==> config.mk <==
export PLATFORM = sky130hd
export DESIGN_NAME = bank_cmd_ctrl_flat
export DESIGN_NICKNAME = d
export VERILOG_FILES = /design/src/rtl/bank_cmd_pkg.sv /design/src/rtl/bank_cmd_if.sv /design/src/rtl/bank_cmd_ctrl.sv /design/src/flat_wrapper.sv
export SDC_FILE = /design/constraint.sdc
export NUM_CORES = 1
export LEC_CHECK = 0
export ABC_AREA = 0
export ABC_CLOCK_PERIOD_IN_PS = 2400
export BUFFER_PORTS_ARGS = -buffer_cell sky130_fd_sc_hd__buf_4
export CAP_MARGIN = 20
export CORE_MARGIN = 3
export CORE_UTILIZATION = 53
export CTS_CLUSTER_DIAMETER = 40
export DETAILED_ROUTE_END_ITERATION = 16
export GPL_ROUTABILITY_DRIVEN = 0
export PLACE_DENSITY = 0.75
export SLEW_MARGIN = 0
export SYNTH_ARGS = -nofsm -noshare
export SYNTH_HDL_FRONTEND = slang
export SYNTH_SLANG_ARGS = --single-unit
export TNS_END_PERCENT = 10
==> constraint.sdc <==
create_clock -name mclk_in -period 2.4 [get_ports mclk_in]
set_clock_uncertainty 0.05 [all_clocks]
set_input_delay 0 -clock mclk_in [delete_from_list [all_inputs] [get_ports mclk_in]]
set_output_delay 0 -clock mclk_in [all_outputs]
set_load 0.1 [all_outputs]
==> src/rtl/bank_cmd_pkg.sv <==
// package of command codes, bank states and timing counts for the sdram bank command link
// assumes a single clock at 25 MHz shared by both ends
package bank_cmd_pkg;
	localparam int CLK_PERIOD_NS = 40;
	localparam int NUM_BANKS = 4;
	localparam int BANK_W = 2;
	localparam int ROW_W = 12;
	localparam int ALL_BANK_SELECT_BIT = 8;
	// timings in ns as figures of the part, counts rounded up to whole cycles
	localparam int PRECHARGE_TIME_NS = 120;
	localparam int ACTIVATE_TO_ACCESS_TIME_NS = 120;
	localparam int REFRESH_CYCLE_TIME_NS = 400;
	localparam int MODE_LOAD_DELAY_NS = 80;
	localparam int WRITE_RECOVERY_TIME_NS = 160;
	localparam int WRITE_TO_READ_DELAY_NS = 40;
	localparam int PRECHARGE_CYC = (PRECHARGE_TIME_NS + CLK_PERIOD_NS - 1) / CLK_PERIOD_NS;
	localparam int ACT_CYC = (ACTIVATE_TO_ACCESS_TIME_NS + CLK_PERIOD_NS - 1) / CLK_PERIOD_NS;
	localparam int REFRESH_CYC = (REFRESH_CYCLE_TIME_NS + CLK_PERIOD_NS - 1) / CLK_PERIOD_NS;
	localparam int MODE_CYC = (MODE_LOAD_DELAY_NS + CLK_PERIOD_NS - 1) / CLK_PERIOD_NS;
	localparam int WR_RECOVERY_CYC = (WRITE_RECOVERY_TIME_NS + CLK_PERIOD_NS - 1) / CLK_PERIOD_NS;
	localparam int WR_TO_RD_CYC = (WRITE_TO_READ_DELAY_NS + CLK_PERIOD_NS - 1) / CLK_PERIOD_NS;
	localparam int WRITE_LATENCY_CLOCKS = 3;
	localparam int BURST_LENGTH_WORDS = 4;
	localparam int ROUNDED_READ_LATENCY = 5;
	localparam int HALF_BURST = BURST_LENGTH_WORDS / 2;
	// gaps after an auto precharge access to another bank
	localparam int WAP_TO_READ = WRITE_LATENCY_CLOCKS + HALF_BURST + WR_TO_RD_CYC;
	localparam int WAP_TO_WRITE = HALF_BURST;
	localparam int RAP_TO_READ = HALF_BURST;
	localparam int RAP_TO_WRITE = ROUNDED_READ_LATENCY + HALF_BURST + 1 - WRITE_LATENCY_CLOCKS;
	localparam int AP_TO_ROWCMD = 1;
	// write burst ends wl + half burst after command
	localparam int WR_BURST_CYC = WRITE_LATENCY_CLOCKS + HALF_BURST;
	localparam int RD_BURST_CYC = HALF_BURST;
	localparam int CNT_W = 6;

	typedef enum logic [3:0] {
		CMD_DESELECT, CMD_NOP, CMD_TERM_DISABLE, CMD_ACTIVATE, CMD_REFRESH,
		CMD_LOAD_MODE, CMD_READ, CMD_WRITE, CMD_PRECHARGE
	} cmd_t;

	typedef enum logic [3:0] {
		BS_IDLE, BS_ACTIVATING, BS_ACTIVE, BS_READ, BS_WRITE, BS_READ_AP,
		BS_WRITE_AP, BS_PRECHARGING, BS_REFRESH, BS_MODE, BS_PRE_ALL
	} bank_state_t;
endpackage : bank_cmd_pkg

==> src/rtl/bank_cmd_if.sv <==
// interface joining controller and memory command pins
// assumes both ends on the same clock; pins are plain single-direction wires
interface bank_cmd_if;
	logic cs_n;
	logic ras_n;
	logic cas_n;
	logic we_n;
	logic cke;
	logic [bank_cmd_pkg::BANK_W-1:0] bank_addr;
	logic [bank_cmd_pkg::ROW_W-1:0] addr;
	modport ctrl (output cs_n, ras_n, cas_n, we_n, cke, bank_addr, addr);
	modport mem (input cs_n, ras_n, cas_n, we_n, cke, bank_addr, addr);
endinterface : bank_cmd_if

==> src/rtl/bank_cmd_ctrl.sv <==
// controller end: issues one user command when legal, waits out timings
// assumes user request is from logic on mclk_in; self refresh is not used
module bank_cmd_ctrl (
	input wire logic mclk_in,
	input wire logic arst_n_in,
	input wire logic req_in,
	input wire bank_cmd_pkg::cmd_t req_cmd_in,
	input wire logic [bank_cmd_pkg::BANK_W-1:0] req_bank_in,
	input wire logic [bank_cmd_pkg::ROW_W-1:0] req_addr_in,
	output logic ack_out,
	bank_cmd_if.ctrl cmd_if
);
	import bank_cmd_pkg::*;

	bank_state_t st_reg [NUM_BANKS];
	logic [CNT_W-1:0] cnt_reg [NUM_BANKS];
	logic [CNT_W-1:0] gap_rd_reg, gap_wr_reg, gap_row_reg, global_reg;
	logic ok;
	logic ap;
	logic all_idle;
	logic pre_all_ok;
	bank_state_t s;

	assign ap = req_addr_in[ALL_BANK_SELECT_BIT];
	assign s = st_reg[req_bank_in];
	always_comb begin
		all_idle = 1'b1;
		pre_all_ok = 1'b1;
		for (int i = 0; i < NUM_BANKS; i++) begin
			if (st_reg[i] != BS_IDLE)
				all_idle = 1'b0;
			// precharge all only when every bank may take it
			if (!(st_reg[i] inside {BS_IDLE, BS_ACTIVE}))
				pre_all_ok = 1'b0;
		end
	end

	// ------------------------------------------------------------
	// legality of the pending request
	// ------------------------------------------------------------
	always_comb begin
		ok = 1'b0;
		if (global_reg == '0 && !ack_out) begin
			unique case (req_cmd_in)
				CMD_ACTIVATE: ok = s == BS_IDLE && gap_row_reg == '0;
				CMD_REFRESH, CMD_LOAD_MODE: ok = all_idle;
				CMD_READ: ok = (s == BS_ACTIVE || s == BS_READ) && gap_rd_reg == '0;
				CMD_WRITE: ok = s == BS_ACTIVE && gap_wr_reg == '0;
				CMD_PRECHARGE: ok = gap_row_reg == '0
					&& (ap ? pre_all_ok : s == BS_ACTIVE);
				default: ok = 1'b0;
			endcase
		end
	end

	// ------------------------------------------------------------
	// pins and shadow state
	// ------------------------------------------------------------
	always_ff @(posedge mclk_in or negedge arst_n_in) begin
		if (!arst_n_in) begin
			{cmd_if.cs_n, cmd_if.ras_n, cmd_if.cas_n, cmd_if.we_n} <= 4'hF;
			cmd_if.cke <= 1'b0;
			cmd_if.bank_addr <= '0;
			cmd_if.addr <= '0;
			ack_out <= 1'b0;
		end else begin
			cmd_if.cke <= 1'b1;
			// ack only when the command really goes out on the pins
			ack_out <= req_in && ok && cmd_if.cke;
			cmd_if.bank_addr <= req_bank_in;
			cmd_if.addr <= req_addr_in;
			{cmd_if.cs_n, cmd_if.ras_n, cmd_if.cas_n, cmd_if.we_n} <= 4'h7;
			if (req_in && ok && cmd_if.cke)
				unique case (req_cmd_in)
					CMD_ACTIVATE: {cmd_if.cs_n, cmd_if.ras_n, cmd_if.cas_n, cmd_if.we_n} <= 4'h3;
					CMD_REFRESH: {cmd_if.cs_n, cmd_if.ras_n, cmd_if.cas_n, cmd_if.we_n} <= 4'h1;
					CMD_LOAD_MODE: {cmd_if.cs_n, cmd_if.ras_n, cmd_if.cas_n, cmd_if.we_n} <= 4'h0;
					CMD_READ: {cmd_if.cs_n, cmd_if.ras_n, cmd_if.cas_n, cmd_if.we_n} <= 4'h5;
					CMD_WRITE: {cmd_if.cs_n, cmd_if.ras_n, cmd_if.cas_n, cmd_if.we_n} <= 4'h4;
					CMD_PRECHARGE: {cmd_if.cs_n, cmd_if.ras_n, cmd_if.cas_n, cmd_if.we_n} <= 4'h2;
					default: ;
				endcase
		end
	end

	logic go;
	assign go = req_in && ok && cmd_if.cke;

	always_ff @(posedge mclk_in or negedge arst_n_in) begin
		if (!arst_n_in) begin
			gap_rd_reg <= '0;
			gap_wr_reg <= '0;
			gap_row_reg <= '0;
			global_reg <= '0;
		end else begin
			gap_rd_reg <= gap_rd_reg != '0 ? gap_rd_reg - CNT_W'(1) : '0;
			gap_wr_reg <= gap_wr_reg != '0 ? gap_wr_reg - CNT_W'(1) : '0;
			gap_row_reg <= gap_row_reg != '0 ? gap_row_reg - CNT_W'(1) : '0;
			global_reg <= global_reg != '0 ? global_reg - CNT_W'(1) : '0;
			if (go && req_cmd_in == CMD_WRITE && ap) begin
				gap_rd_reg <= CNT_W'(WAP_TO_READ);
				gap_wr_reg <= CNT_W'(WAP_TO_WRITE);
				gap_row_reg <= CNT_W'(AP_TO_ROWCMD);
			end else if (go && req_cmd_in == CMD_READ && ap) begin
				gap_rd_reg <= CNT_W'(RAP_TO_READ);
				gap_wr_reg <= CNT_W'(RAP_TO_WRITE);
				gap_row_reg <= CNT_W'(AP_TO_ROWCMD);
			end
			if (go && req_cmd_in == CMD_REFRESH)
				global_reg <= CNT_W'(REFRESH_CYC + 1);
			else if (go && req_cmd_in == CMD_LOAD_MODE)
				global_reg <= CNT_W'(MODE_CYC + 1);
			else if (go && req_cmd_in == CMD_PRECHARGE && ap)
				global_reg <= CNT_W'(PRECHARGE_CYC + 1);
		end
	end

	genvar b;
	generate
		for (b = 0; b < NUM_BANKS; b++) begin : g_shadow
			logic hit;
			assign hit = req_bank_in == BANK_W'(b);
			always_ff @(posedge mclk_in or negedge arst_n_in) begin
				if (!arst_n_in) begin
					st_reg[b] <= BS_IDLE;
					cnt_reg[b] <= '0;
				end else if (go && req_cmd_in == CMD_PRECHARGE && ap) begin
					st_reg[b] <= BS_PRECHARGING;
					cnt_reg[b] <= CNT_W'(PRECHARGE_CYC + 1);
				end else if (go && hit && req_cmd_in inside {CMD_ACTIVATE, CMD_READ,
					CMD_WRITE, CMD_PRECHARGE}) begin
					unique case (req_cmd_in)
						CMD_ACTIVATE: begin
							st_reg[b] <= BS_ACTIVATING;
							cnt_reg[b] <= CNT_W'(ACT_CYC + 1);
						end
						CMD_READ: begin
							st_reg[b] <= ap ? BS_READ_AP : BS_READ;
							cnt_reg[b] <= ap ? CNT_W'(RD_BURST_CYC + PRECHARGE_CYC + 1)
								: CNT_W'(RD_BURST_CYC + 1);
						end
						CMD_WRITE: begin
							st_reg[b] <= ap ? BS_WRITE_AP : BS_WRITE;
							cnt_reg[b] <= ap ?
								CNT_W'(WR_BURST_CYC + WR_RECOVERY_CYC + PRECHARGE_CYC + 1)
								: CNT_W'(WR_BURST_CYC + WR_RECOVERY_CYC + 1);
						end
						default: begin
							st_reg[b] <= BS_PRECHARGING;
							cnt_reg[b] <= CNT_W'(PRECHARGE_CYC + 1);
						end
					endcase
				end else if (cnt_reg[b] > CNT_W'(1)) begin
					cnt_reg[b] <= cnt_reg[b] - CNT_W'(1);
				end else if (cnt_reg[b] == CNT_W'(1)) begin
					cnt_reg[b] <= '0;
					st_reg[b] <= st_reg[b] inside {BS_ACTIVATING, BS_READ, BS_WRITE}
						? BS_ACTIVE : BS_IDLE;
				end
			end
		end
	endgenerate
endmodule : bank_cmd_ctrl

==> src/flat_wrapper.sv <==
// flat-port wrapper written by rule: the top's interface ports become plain ports
module bank_cmd_ctrl_flat import bank_cmd_pkg::*;
  (mclk_in, arst_n_in, req_in, req_cmd_in, req_bank_in, req_addr_in, ack_out, cmd_if_cs_n, cmd_if_ras_n, cmd_if_cas_n, cmd_if_we_n, cmd_if_cke, cmd_if_bank_addr, cmd_if_addr);
  bank_cmd_if cmd_if_i ();
  input wire logic mclk_in;
  input wire logic arst_n_in;
  input wire logic req_in;
  input wire bank_cmd_pkg::cmd_t req_cmd_in;
  input wire logic [bank_cmd_pkg::BANK_W-1:0] req_bank_in;
  input wire logic [bank_cmd_pkg::ROW_W-1:0] req_addr_in;
  output logic ack_out;
  output wire logic [$bits(cmd_if_i.cs_n)-1:0] cmd_if_cs_n;
  output wire logic [$bits(cmd_if_i.ras_n)-1:0] cmd_if_ras_n;
  output wire logic [$bits(cmd_if_i.cas_n)-1:0] cmd_if_cas_n;
  output wire logic [$bits(cmd_if_i.we_n)-1:0] cmd_if_we_n;
  output wire logic [$bits(cmd_if_i.cke)-1:0] cmd_if_cke;
  output wire logic [$bits(cmd_if_i.bank_addr)-1:0] cmd_if_bank_addr;
  output wire logic [$bits(cmd_if_i.addr)-1:0] cmd_if_addr;
  assign cmd_if_cs_n = cmd_if_i.cs_n;
  assign cmd_if_ras_n = cmd_if_i.ras_n;
  assign cmd_if_cas_n = cmd_if_i.cas_n;
  assign cmd_if_we_n = cmd_if_i.we_n;
  assign cmd_if_cke = cmd_if_i.cke;
  assign cmd_if_bank_addr = cmd_if_i.bank_addr;
  assign cmd_if_addr = cmd_if_i.addr;
  bank_cmd_ctrl u_core (.mclk_in(mclk_in), .arst_n_in(arst_n_in), .req_in(req_in), .req_cmd_in(req_cmd_in), .req_bank_in(req_bank_in), .req_addr_in(req_addr_in), .ack_out(ack_out), .cmd_if(cmd_if_i));
endmodule
# ---- After elaboration in Yosys (flattened, before gate mapping)
# Index checks and enable logic that the tools add are counted.
dict set report op_classes {
  div 0
  n_eq_ne 35
  n_reduce_logical 68
  n_lt_le_gt_ge 5
  mul 0
  addsub 8
  bitwise_logic 1
  shifts 0
  muxes 75
}
# cell n
set op_table {}
lappend op_table {{$mux W6} 29}
lappend op_table {{$mux W4} 18}
lappend op_table {{$sub A6 B1 Y6 const B} 8}
lappend op_table {{$eq A4 B2 Y1 const B} 11}
lappend op_table {{$reduce_bool A4 Y1} 9}
lappend op_table {{$eq A4 B3 Y1 const B} 8}
lappend op_table {{$eq A6 B1 Y1 const B} 4}
lappend op_table {{$gt A6 B1 Y1 const B} 4}
lappend op_table {{$logic_not A6 Y1} 4}
lappend op_table {{$reduce_bool A3 Y1} 8}
lappend op_table {{$reduce_bool A6 Y1} 4}
lappend op_table {{$logic_and A1 B1 Y1} 23}
lappend op_table {{$logic_not A4 Y1} 5}
lappend op_table {{$eq A4 B1 Y1 const B} 4}
lappend op_table {{$mux W1} 16}
lappend op_table {{$ne A3 B1 Y1 const B} 4}
lappend op_table {{$pmux W4 S3} 1}
lappend op_table {{$pmux W6 S2} 1}
lappend op_table {{$mux W2} 5}
lappend op_table {{$mux W3} 3}
lappend op_table {{$bmux W4 S2} 1}
lappend op_table {{$reduce_and A2 Y1} 4}
lappend op_table {{$reduce_bool A2 Y1} 4}
lappend op_table {{$reduce_or A4 Y1} 2}
lappend op_table {{11 further kinds} 12}
dict set report totals {
  ram_bits 0
  rom_bits 0
  elab_cells 212
  regBits 84
  inputBits 21
  latchBits 0
  memories 0
  out_inout_bits 20
}

# ---- Longest topological paths before layout
# Gate-level depths: netlist (run 1).
dict set report logic_depth {
  word_depth 17
  depth_mapped 10
}

# ---- Worst setup path before layout (run 1)
# Ideal clock, no wire load.
dict set report synth_path {
  kind {flip-flop to flip-flop}
  start {register u_core.gap_row_reg[0]}
  end {register u_core.gap_wr_reg[1]}
  path_buffers 1
  stages_incl_launch_ff 10
  setup_time_ns 0.128
  slack_ns -0.108
  required_time_ns 2.222
  arrival_ns 2.331
  path_cell_list {dfrtp_1 > inv_1 > ha_1 > or3b_1 > nor3_2 > a32oi_1 > o221a_1 > buf_6 > nor3_4 > mux2_1}
}
dict set report synth_between {
  elab_chain_cells 10
  word_cells_on_any_way 13
  classes_between {mux (4); reduce/logical (9)}
}
# element line_no
set synth_rtl {}
lappend synth_rtl {{start, declared} bank_cmd_ctrl.sv:17} ;# logic [CNT_W-1:0] gap_rd_reg, gap_wr_reg, gap_row_reg, global_reg;
lappend synth_rtl {{start signal, assigned} bank_cmd_ctrl.sv:98} ;# gap_row_reg <= gap_row_reg != '0 ? gap_row_reg - CNT_W'(1) : '0;
lappend synth_rtl {{start signal, assigned} bank_cmd_ctrl.sv:103} ;# gap_row_reg <= CNT_W'(AP_TO_ROWCMD);
lappend synth_rtl {{start signal, assigned} bank_cmd_ctrl.sv:107} ;# gap_row_reg <= CNT_W'(AP_TO_ROWCMD);
lappend synth_rtl {{$logic_not A6 Y1 *} {bank_cmd_ctrl.sv:45, bank_cmd_ctrl.sv:49}}
lappend synth_rtl {{$logic_and A1 B1 Y1 (on tied branches)} {bank_cmd_ctrl.sv:50, bank_cmd_ctrl.sv:45}}
lappend synth_rtl {{$pmux W1 S5 *} bank_cmd_ctrl.sv:44} ;# unique case (req_cmd_in)
lappend synth_rtl {{$mux W1 *} bank_cmd_ctrl.sv:43} ;# if (global_reg == '0 && !ack_out) begin
lappend synth_rtl {{$logic_and A1 B1 Y1 * (2 in a row)} bank_cmd_ctrl.sv:87} ;# assign go = req_in && ok && cmd_if.cke;
lappend synth_rtl {{$logic_and A1 B1 Y1 (2 in a row)} bank_cmd_ctrl.sv:104} ;# end else if (go && req_cmd_in == CMD_READ && ap) begin
lappend synth_rtl {{$mux W6} bank_cmd_ctrl.sv:104}
lappend synth_rtl {{$mux W6 *} bank_cmd_ctrl.sv:100} ;# if (go && req_cmd_in == CMD_WRITE && ap) begin
lappend synth_rtl {{end signal, assigned} bank_cmd_ctrl.sv:97} ;# gap_wr_reg <= gap_wr_reg != '0 ? gap_wr_reg - CNT_W'(1) : '0;
lappend synth_rtl {{end signal, assigned} bank_cmd_ctrl.sv:102} ;# gap_wr_reg <= CNT_W'(WAP_TO_WRITE);
lappend synth_rtl {{end signal, assigned} bank_cmd_ctrl.sv:106} ;# gap_wr_reg <= CNT_W'(RAP_TO_WRITE);
lappend synth_rtl {{end, declared} bank_cmd_ctrl.sv:17}
# Mark *: on every way between the ends. The rest lies on a longest branch, timed or not.
# A chain may end at the register's enable or synchronous reset.

# ---- Final worst setup path (run 1)
dict set report layout_path {
  start {register u_core.gap_row_reg[0]}
  end {register u_core.st_reg[8] (netlist name)}
}
dict set report layout_between {
  elab_chain_cells 10
  word_cells_on_any_way 16
  classes_between {eq/ne (1); mux (4); reduce/logical (11)}
}
# element line_no
set layout_rtl {}
lappend layout_rtl {{$logic_not A6 Y1 *} {bank_cmd_ctrl.sv:45, bank_cmd_ctrl.sv:49}}
lappend layout_rtl {{$logic_and A1 B1 Y1 (on tied branches)} {bank_cmd_ctrl.sv:50, bank_cmd_ctrl.sv:45}}
lappend layout_rtl {{$pmux W1 S5 *} bank_cmd_ctrl.sv:44}
lappend layout_rtl {{$mux W1 *} bank_cmd_ctrl.sv:43}
lappend layout_rtl {{$logic_and A1 B1 Y1 * (2 in a row)} bank_cmd_ctrl.sv:87}
lappend layout_rtl {{$logic_and A1 B1 Y1 (on tied branches) (2 in a row)} {bank_cmd_ctrl.sv:130, bank_cmd_ctrl.sv:127}}
lappend layout_rtl {{$ne A3 B1 Y1 (no line), or another cell as far along} -}
lappend layout_rtl {{$reduce_and A2 Y1 (no line) or $mux W4 (tied branches)} -}
lappend layout_rtl {{end signal, assigned by index} bank_cmd_ctrl.sv:138} ;# st_reg[b] <= ap ? BS_READ_AP : BS_READ;
lappend layout_rtl {{end signal, assigned by index} bank_cmd_ctrl.sv:143} ;# st_reg[b] <= ap ? BS_WRITE_AP : BS_WRITE;
lappend layout_rtl {{end signal, assigned by index} bank_cmd_ctrl.sv:157} ;# st_reg[b] <= st_reg[b] inside {BS_ACTIVATING, BS_READ, BS_WRITE}
lappend layout_rtl {{end, declared} bank_cmd_ctrl.sv:15} ;# bank_state_t st_reg [NUM_BANKS];
# Marked as above.

==> metrics.md, run 1 <==
| Metric | Value |
|---|---|
| CTS buffer count | 9 |
| Final hold vios | 0 |
| Async set-or-reset flop fraction in the synthesized netlist | 100% |
| Clock Sinks | 80 |
| Synth-to-Final Area Change | 26.6% |
| Leak | 2.40 nW |
| Slowest cell delay on critical path | 0.40 ns |
| Placed Cells | 583 |
| R2r startpoint | u_core.gap_row_reg[0] |
| Syn Nets | 452 |
| Crit path DAT | 2.69 ns |
| CP required | 2.62 ns |
| Drt wl/cell | 16.4 microns |
| Vias in the first global route | 3471 |
| Slew Viols, Final | 0 |
| Total Power | 2.63 mW |
| PD cells | 492 nW/um^2 |
| Final ANT Viol Nets | 0 |
| Crit Path Max Fanout | 8 |
| Post-place setup slack | -0.193 ns |
| Worst R2R Path Depth | 11 |
| Highest Signal Layer | met4 |
| Fillers | 513 |
| Crit path to | u_core.st_reg[8] |
| Highest Clock Rate | 406 MHz |
| Outcome | finished, violations left |
| CTS clk-pin slew, worst paths | 0.08 ns |
| RSZ-0062 raised after global routing | yes |
| Seq/Total Area, Yosys | 47.6% |
| Hold Slack | 0.0165 ns |
| Die area | 9060 sq um |
| WL final | 10.1 mm |
| Skew-Pair Late Insertion Delay | 0.35 ns |
| Largest net degree at the start of global routing | 55 |
| Nets@finish | 545 |
| Via count | 3522 |
| Post-synth EDFFs | 0 |
| Violated checks | setup timing |
| Reg2reg setup slack | -0.06 ns |
| Share of layout cells above drive strength 1 | 25.8% |
| Root Buffer | clkbuf_8 |
| Vias per std cell | 5.73 |
| Die H | 95.2 microns |
| DRT met1 WL | 4.20 mm |
| Met2 Wirelength | 5.19 mm |
| Post-Syn Area | 4220 sq um |
| R2r endpoint | u_core.st_reg[8] |
| First-pass GRT wire length | 16.6 mm |
| Register bit total from synthesis | 80 |
| PnR worst setup slack | -0.0621 ns |
| Maximum vdd drop | 0.330 mV |
| Core ar. | 7490 sq um |
| DRT iter0 DRCs | 159 |
| Min Clock Period, post-route | 2.46 ns |
| Slowest-stage cell, CP | or3b_4 |
| YS warnings | 0 |
| WL met3 | 466 microns |
| Drt first pass iters | 5 |
| Die Span X | 95.2 microns |
| Total GRT Usage | 23.9% |
| Final HPWL DP | 7.15 mm |
| Final setup fails | 19 |
| Critical path type | reg2reg |
| CP startpoint | u_core.gap_row_reg[0] |
| Worst slew pin tran | 0.912 ns |
| Final Non-Filler Cells | 615 |
| Netlist cell types | 62 |
| Max_cap viols | 0 |
| Crit share post-route | 103% |
| Initial Util | 56.3% |
| Setup crit end kind | flip-flop |
| Row count | 31 |
| Synth Flop Type | dfrtp_1 |
| CP Cell Sequence | inv_1 > ha_1 > or3b_4 > buf_6 > nor3_4 > a32oi_2 > o221a_1 > buf_4 > a211oi_4 > buf_6 > mux2i_1 |
| Antenna violations before repair | 0 |
| CTS tree | yes |
| Worst setup SP type | flip-flop |
| Port Buffer Count | 40 |
| Top-Level Pins | 41 |
| Drt drc | 0 |
| Most frequent CP cell | buf_6 |
| Post-synthesis average cell area | 10.1 sq um |
| Global route overflow | 0 |
| Mapped Cells | 419 |
| Max reg flops | 24 |
| Tightest Hold Check Type | in2reg |
| Slew HR | 38.6% |
| Inserted Diodes | 0 |
| CTS H-tree lvls | 3 |
| Max Root-Sink Buffers | 2 |
worst min path at each step:
stage	start	end	slack [ns]	depth (start not counted)
after global routing	req_cmd_in[1]	u_core.global_reg[0]	0.04	3
after floorplan	arst_n_in	u_core.ack_out	-0.35	0
after CTS	req_cmd_in[2]	u_core.cmd_if.ras_n	0.007	3
after detailed placement	arst_n_in	u_core.cmd_if.addr[9]	0.04	1
final	req_cmd_in[2]	u_core.cmd_if.ras_n	0.02	3
after global placement	arst_n_in	u_core.cmd_if.addr[5]	0.03	1
kinds of logic (layout without fill, tap and decap cells):
kind of cell	after synthesis	after routing	synth area share, %
and+or+nand+nor	171	171	21.7
DFF	80	80	47.6
other	2	2	0.178
AOI/OAI and AO/OA	83	83	14.4
buffers and inverters	35	132	3.74
adders and majority gates	12	12	3.56
muxes	14	14	4.27
xor gates and xnor gates	22	22	4.57
synthesized netlist by cell type (4+ instances only):
cell type | count | share of area [%]
xor2_1 | 12 | 2.5
nand3_1 | 7 | 0.83
and2_1 | 5 | 0.74
dfrtp_1 | 76 | 45
nor4_1 | 9 | 1.3
ha_1 | 12 | 3.6
xnor2_1 | 10 | 2.1
inv_1 | 24 | 2.1
mux2i_1 | 9 | 2.1
nand2_1 | 42 | 3.7
o22ai_1 | 11 | 1.6
dfstp_2 | 4 | 2.5
nand2b_1 | 10 | 1.5
nor2_1 | 35 | 3.1
a21oi_1 | 13 | 1.5
nor3_1 | 35 | 4.2
o21ai_0 | 12 | 1.4
nor3_4 | 4 | 1.5
o21a_1 | 4 | 0.71
o22a_1 | 15 | 3.1
and3_1 | 4 | 0.59
per-layer routing:
metal	global-route usage [%]	up-vias
met3	4.81	25
met1	29.1	1709
met5	0	-
met4	8.53	0
met2	41.8	90
li1	-	1698
cells in the final DEF, fill, tap and decap left out, drive strengths merged, types with 4 or more instances in the layout:
| master | n |
|---|---|
| buf | 77 |
| o21ai | 12 |
| clkbuf | 10 |
| nand3 | 7 |
| ha | 12 |
| nor2 | 36 |
| o21a | 4 |
| o22a | 15 |
| a21oi | 13 |
| dlygate4sd3 | 15 |
| dfstp | 4 |
| and2 | 6 |
| and3 | 4 |
| o22ai | 11 |
| inv | 25 |
| mux2i | 9 |
| nand2 | 42 |
| nand2b | 10 |
| nor3 | 40 |
| nor4 | 9 |
| xnor2 | 10 |
| xor2 | 12 |
| dfrtp | 76 |
where the power goes:
| part | internal, mW | switching, mW |
|---|---|---|
| logic | 0.0781 | 0.199 |
| clock network | 0.501 | 0.484 |
| registers | 1.36 | 0.00383 |
| total | 1.94 | 0.687 |
through the flow:
stage	TNS, ns	cell area (sq um)	util, %
floorplan	-0.0210	4230	-
global placement	-0.555	4870	65.0
detailed placement	-4.79	4870	65.0
CTS	-0.296	5290	70.6
global route	-4.24	5340	71.3
finish	-0.516	5340	71.3
cell type report:
cell class,instances,area (sq um),share of cell area [%]
Clock buffer,10,138,2.58
Clock inverter,5,57.6,1.08
Timing Repair Buffer,92,763,14.3
Tap cell,99,124,2.32
Multi-Input combinational cell,304,2160,40.4
Inverter,25,93.8,1.76
Sequential cell,80,2010,37.6
worst max-delay path: cells and delay by family, from the launching register on:
kind,cells,cell delay [ns]
multiplexers,1,0.17
AO/OA/AOI/OAI,3,0.58
adder cells (fa/ha/maj),1,0.15
AND/OR/NAND/NOR,2,0.54
buffers and inverters,4,0.51
flip-flops,1,0.38
what timing repair did:
| action | 4_1_cts | 5_1_grt |
|---|---|---|
| pin swaps | 5 | 3 |
| setup endpoints to repair | 55 | 53 |
| setup buffers | 1 | 1 |
| gates resized for setup | 14 | 8 |
| endpoints found under the hold margin | 63 | 0 |
| hold buffers | 15 | 0 |
No activity file was read; power rests on OpenSTA's default activity.
==> run 2: changes to the inputs <==
- PLACE_DENSITY: 0.75 -> 0.78
==> run 2 against run 1 <==
The flow still finishes with violations (setup timing). Critical path depth did not move. Worst hold slack got worse by 0.0031 ns. Die area did not move. Power rose by 7.7%. Sequential power barely moved. Flip-flop and latch count did not move. First-iteration DRC count rose by 96%. Routed wire length rose by 5.4%. Critical path type unchanged.
==> metrics.md, run 2 (same netlist as run 1, synthesis figures left out) <==
| Metric | Value |
|---|---|
| Commonest non-fill, non-tap cells in the layout | dfrtp_1, buf_4, nand2_1 (unchanged) |
| Critical path type | reg2reg (unchanged) |
| Core ar. | 7490 sq um (unchanged) |
| CP Cell Sequence | inv_1 > ha_2 > or3b_4 > buf_6 > nor3_4 > a32oi_2 > o221a_4 > buf_6 > nor3_4 > buf_12 > mux2i_1 (was inv_1 > ha_1 > or3b_4 > buf_6 > nor3_4 > a32oi_2 > o221a_1 > buf_4 > a211oi_4 > buf_6 > mux2i_1) |
| CTS H-tree lvls | 3 (unchanged) |
| Die area | 9060 sq um (unchanged) |
| Slowest cell delay on critical path | 0.40 ns (about the same) |
| PnR worst setup slack | -0.116 ns (was -0.0621 ns) |
| Crit share post-route | 105% (was 103%) |
| Final core occ | 72.6% (was 71.3%) |
| RSZ-0062 raised after global routing | yes (unchanged) |
| Violated checks | setup timing (unchanged) |
| Tightest Hold Check Type | in2reg (unchanged) |
| Skew-Pair Late Insertion Delay | 0.36 ns (was 0.35 ns) |
| Max Root-Sink Buffers | 2 (unchanged) |
| WL final | 10.7 mm (was 10.1 mm) |
| Slowest-stage cell, CP | or3b_4 (unchanged) |
| Worst slew pin tran | 0.973 ns (was 0.912 ns) |
| Final ANT Viol Nets | 0 (unchanged) |
| CTS clk-pin slew, worst paths | 0.09 ns (was 0.08 ns) |
| Final HPWL DP | 7.33 mm (was 7.15 mm) |
| Crit Path Max Fanout | 9 (was 8) |
| Antenna violations before repair | 0 (unchanged) |
| Inserted Diodes | 0 (unchanged) |
| Die H | 95.2 microns (unchanged) |
| Fillers | 513 (unchanged) |
| Share of layout cells above drive strength 1 | 26.1% (was 25.8%) |
| Via count | 3664 (was 3522) |
| Row count | 31 (unchanged) |
| Max reg flops | 24 (unchanged) |
| DRT iter0 DRCs | 312 (was 159) |
| CP required | 2.62 ns (about the same) |
| Initial Util | 56.3% (unchanged) |
| Final setup fails | 45 (was 19) |
| Commonest non-fill, non-tap cell in the layout | dfrtp_1 (unchanged) |
| Vias per std cell | 5.94 (was 5.73) |
| Placed Cells | 582 (was 583) |
| Min Clock Period, post-route | 2.52 ns (was 2.46 ns) |
| Highest Clock Rate | 397 MHz (was 406 MHz) |
| Global route overflow | 0 (unchanged) |
| Vias in the first global route | 3756 (was 3471) |
| Total Power | 2.83 mW (was 2.63 mW) |
| Final Non-Filler Cells | 617 (was 615) |
| Slew HR | 34.4% (was 38.6%) |
| Total GRT Usage | 25.9% (was 23.9%) |
| Outcome | finished, violations left (unchanged) |
| Setup crit end kind | flip-flop (unchanged) |
| Post-place setup slack | -0.154 ns (was -0.193 ns) |
| Drt drc | 0 (unchanged) |
| Nets@finish | 547 (was 545) |
| Top-Level Pins | 41 (unchanged) |
| PD cells | 521 nW/um^2 (was 492 nW/um^2) |
| Port Buffer Count | 40 (unchanged) |
| Largest net degree at the start of global routing | 53 (was 55) |
| First-pass GRT wire length | 18.0 mm (was 16.6 mm) |
| Slew Viols, Final | 0 (unchanged) |
| Root Buffer | clkbuf_8 (unchanged) |
| Drt wl/cell | 17.3 microns (was 16.4 microns) |
| Synth-to-Final Area Change | 28.9% (was 26.6%) |
| Max_cap viols | 0 (unchanged) |
| Leak | 2.45 nW (was 2.40 nW) |
| Crit path DAT | 2.74 ns (was 2.69 ns) |
| Area of the multi-input gates | 2170 sq um (was 2160 sq um) |
| Hold Slack | 0.0133 ns (was 0.0165 ns) |
| Worst setup SP type | flip-flop (unchanged) |
| Drt first pass iters | 5 (unchanged) |
| Maximum vdd drop | 0.615 mV (was 0.330 mV) |
| Clock Sinks | 80 (unchanged) |
| CTS buffer count | 9 (unchanged) |
| CTS tree | yes (unchanged) |
| Final hold vios | 0 (unchanged) |
| Register Area | 2010 sq um (unchanged) |
| Die Span X | 95.2 microns (unchanged) |
-- run 2: cell types whose count changed in the layout (fill, tap and decap cells not counted), moves of 2 or more --
cell and delta:
clkinvlp_4 -2, buf_6 +4, a2bb2oi_1 +2, a2bb2oi_2 -2
buf_4 -4, o22ai_2 +2, o22ai_1 -2, bufinv_16 +2
-- run 2: per-layer routing --
metal | share of wire, % | wire length [microns] | track usage (%)
met3 | 5.1 | 540 | 5.29
met1 | 40 | 4310 | 31.1
met2 | 53 | 5610 | 46.5
met5 | 0 | 0 | 0
met4 | 1.8 | 193 | 7.45
-- run 2: worst paths after layout --
check,from,slack [ns],depth (start not counted),to
worst min-delay path,req_cmd_in[1],0.01,3,u_core.cmd_if.ras_n
worst min register to register,u_core.global_reg[5],0.51,1,u_core.global_reg[5]
min in group asynchronous,arst_n_in,0.18,2,u_core.cmd_if.addr[9]
worst max-delay path,u_core.gap_row_reg[0],-0.12,11,u_core.st_reg[12]
worst max register to register,u_core.gap_row_reg[0],-0.12,11,u_core.st_reg[12]
max in group asynchronous,arst_n_in,1.49,3,u_core.cnt_reg[8]
-- run 2: final cells by class --
| cell class | count | share of cell area [%] |
|---|---|---|
| multi-input combinational | 304 | 39.9 |
| tap | 99 | 2.28 |
| timing repair buffer | 94 | 14.9 |
| clock inverter | 5 | 1.96 |
| sequential | 80 | 37.0 |
| inverter | 25 | 1.73 |
| clock buffer | 10 | 2.35 |
-- run 2: what timing repair did --
item / CTS / global route
pin swaps: 7 / 7
hold buffers: 16 / 0
gates resized for setup: 15 / 13
setup buffers: 2 / 2
endpoints found under the hold margin: 63 / 0
endpoints found under the setup margin: 50 / 62
-- run 2: critical path, delay by kind of cell (launching register included) --
| kind | cells | cell delay (ns) |
|---|---|---|
| flip-flops | 1 | 0.38 |
| AO/OA/AOI/OAI | 2 | 0.36 |
| adder cells (fa/ha/maj) | 1 | 0.17 |
| buffers and inverters | 4 | 0.50 |
| multiplexers | 1 | 0.19 |
| AND/OR/NAND/NOR | 3 | 0.76 |
-- run 2: power breakdown --
group / switching, mW / internal, mW / leakage [nW]
sequential: 0.00476 / 1.36 / 0.966
clock: 0.494 / 0.688 / 0.113
combinational: 0.201 / 0.0803 / 1.37
total: 0.700 / 2.13 / 2.45
-- run 2: metrics by stage --
step,setup TNS (ns),instance area (sq um)
2_1_floorplan,-0.0210,4230
3_3_place_gp,-0.549,4870
3_5_place_dp,-4.31,4870
4_1_cts,-0.651,5350
5_1_grt,-7.33,5430
6_report,-1.84,5430
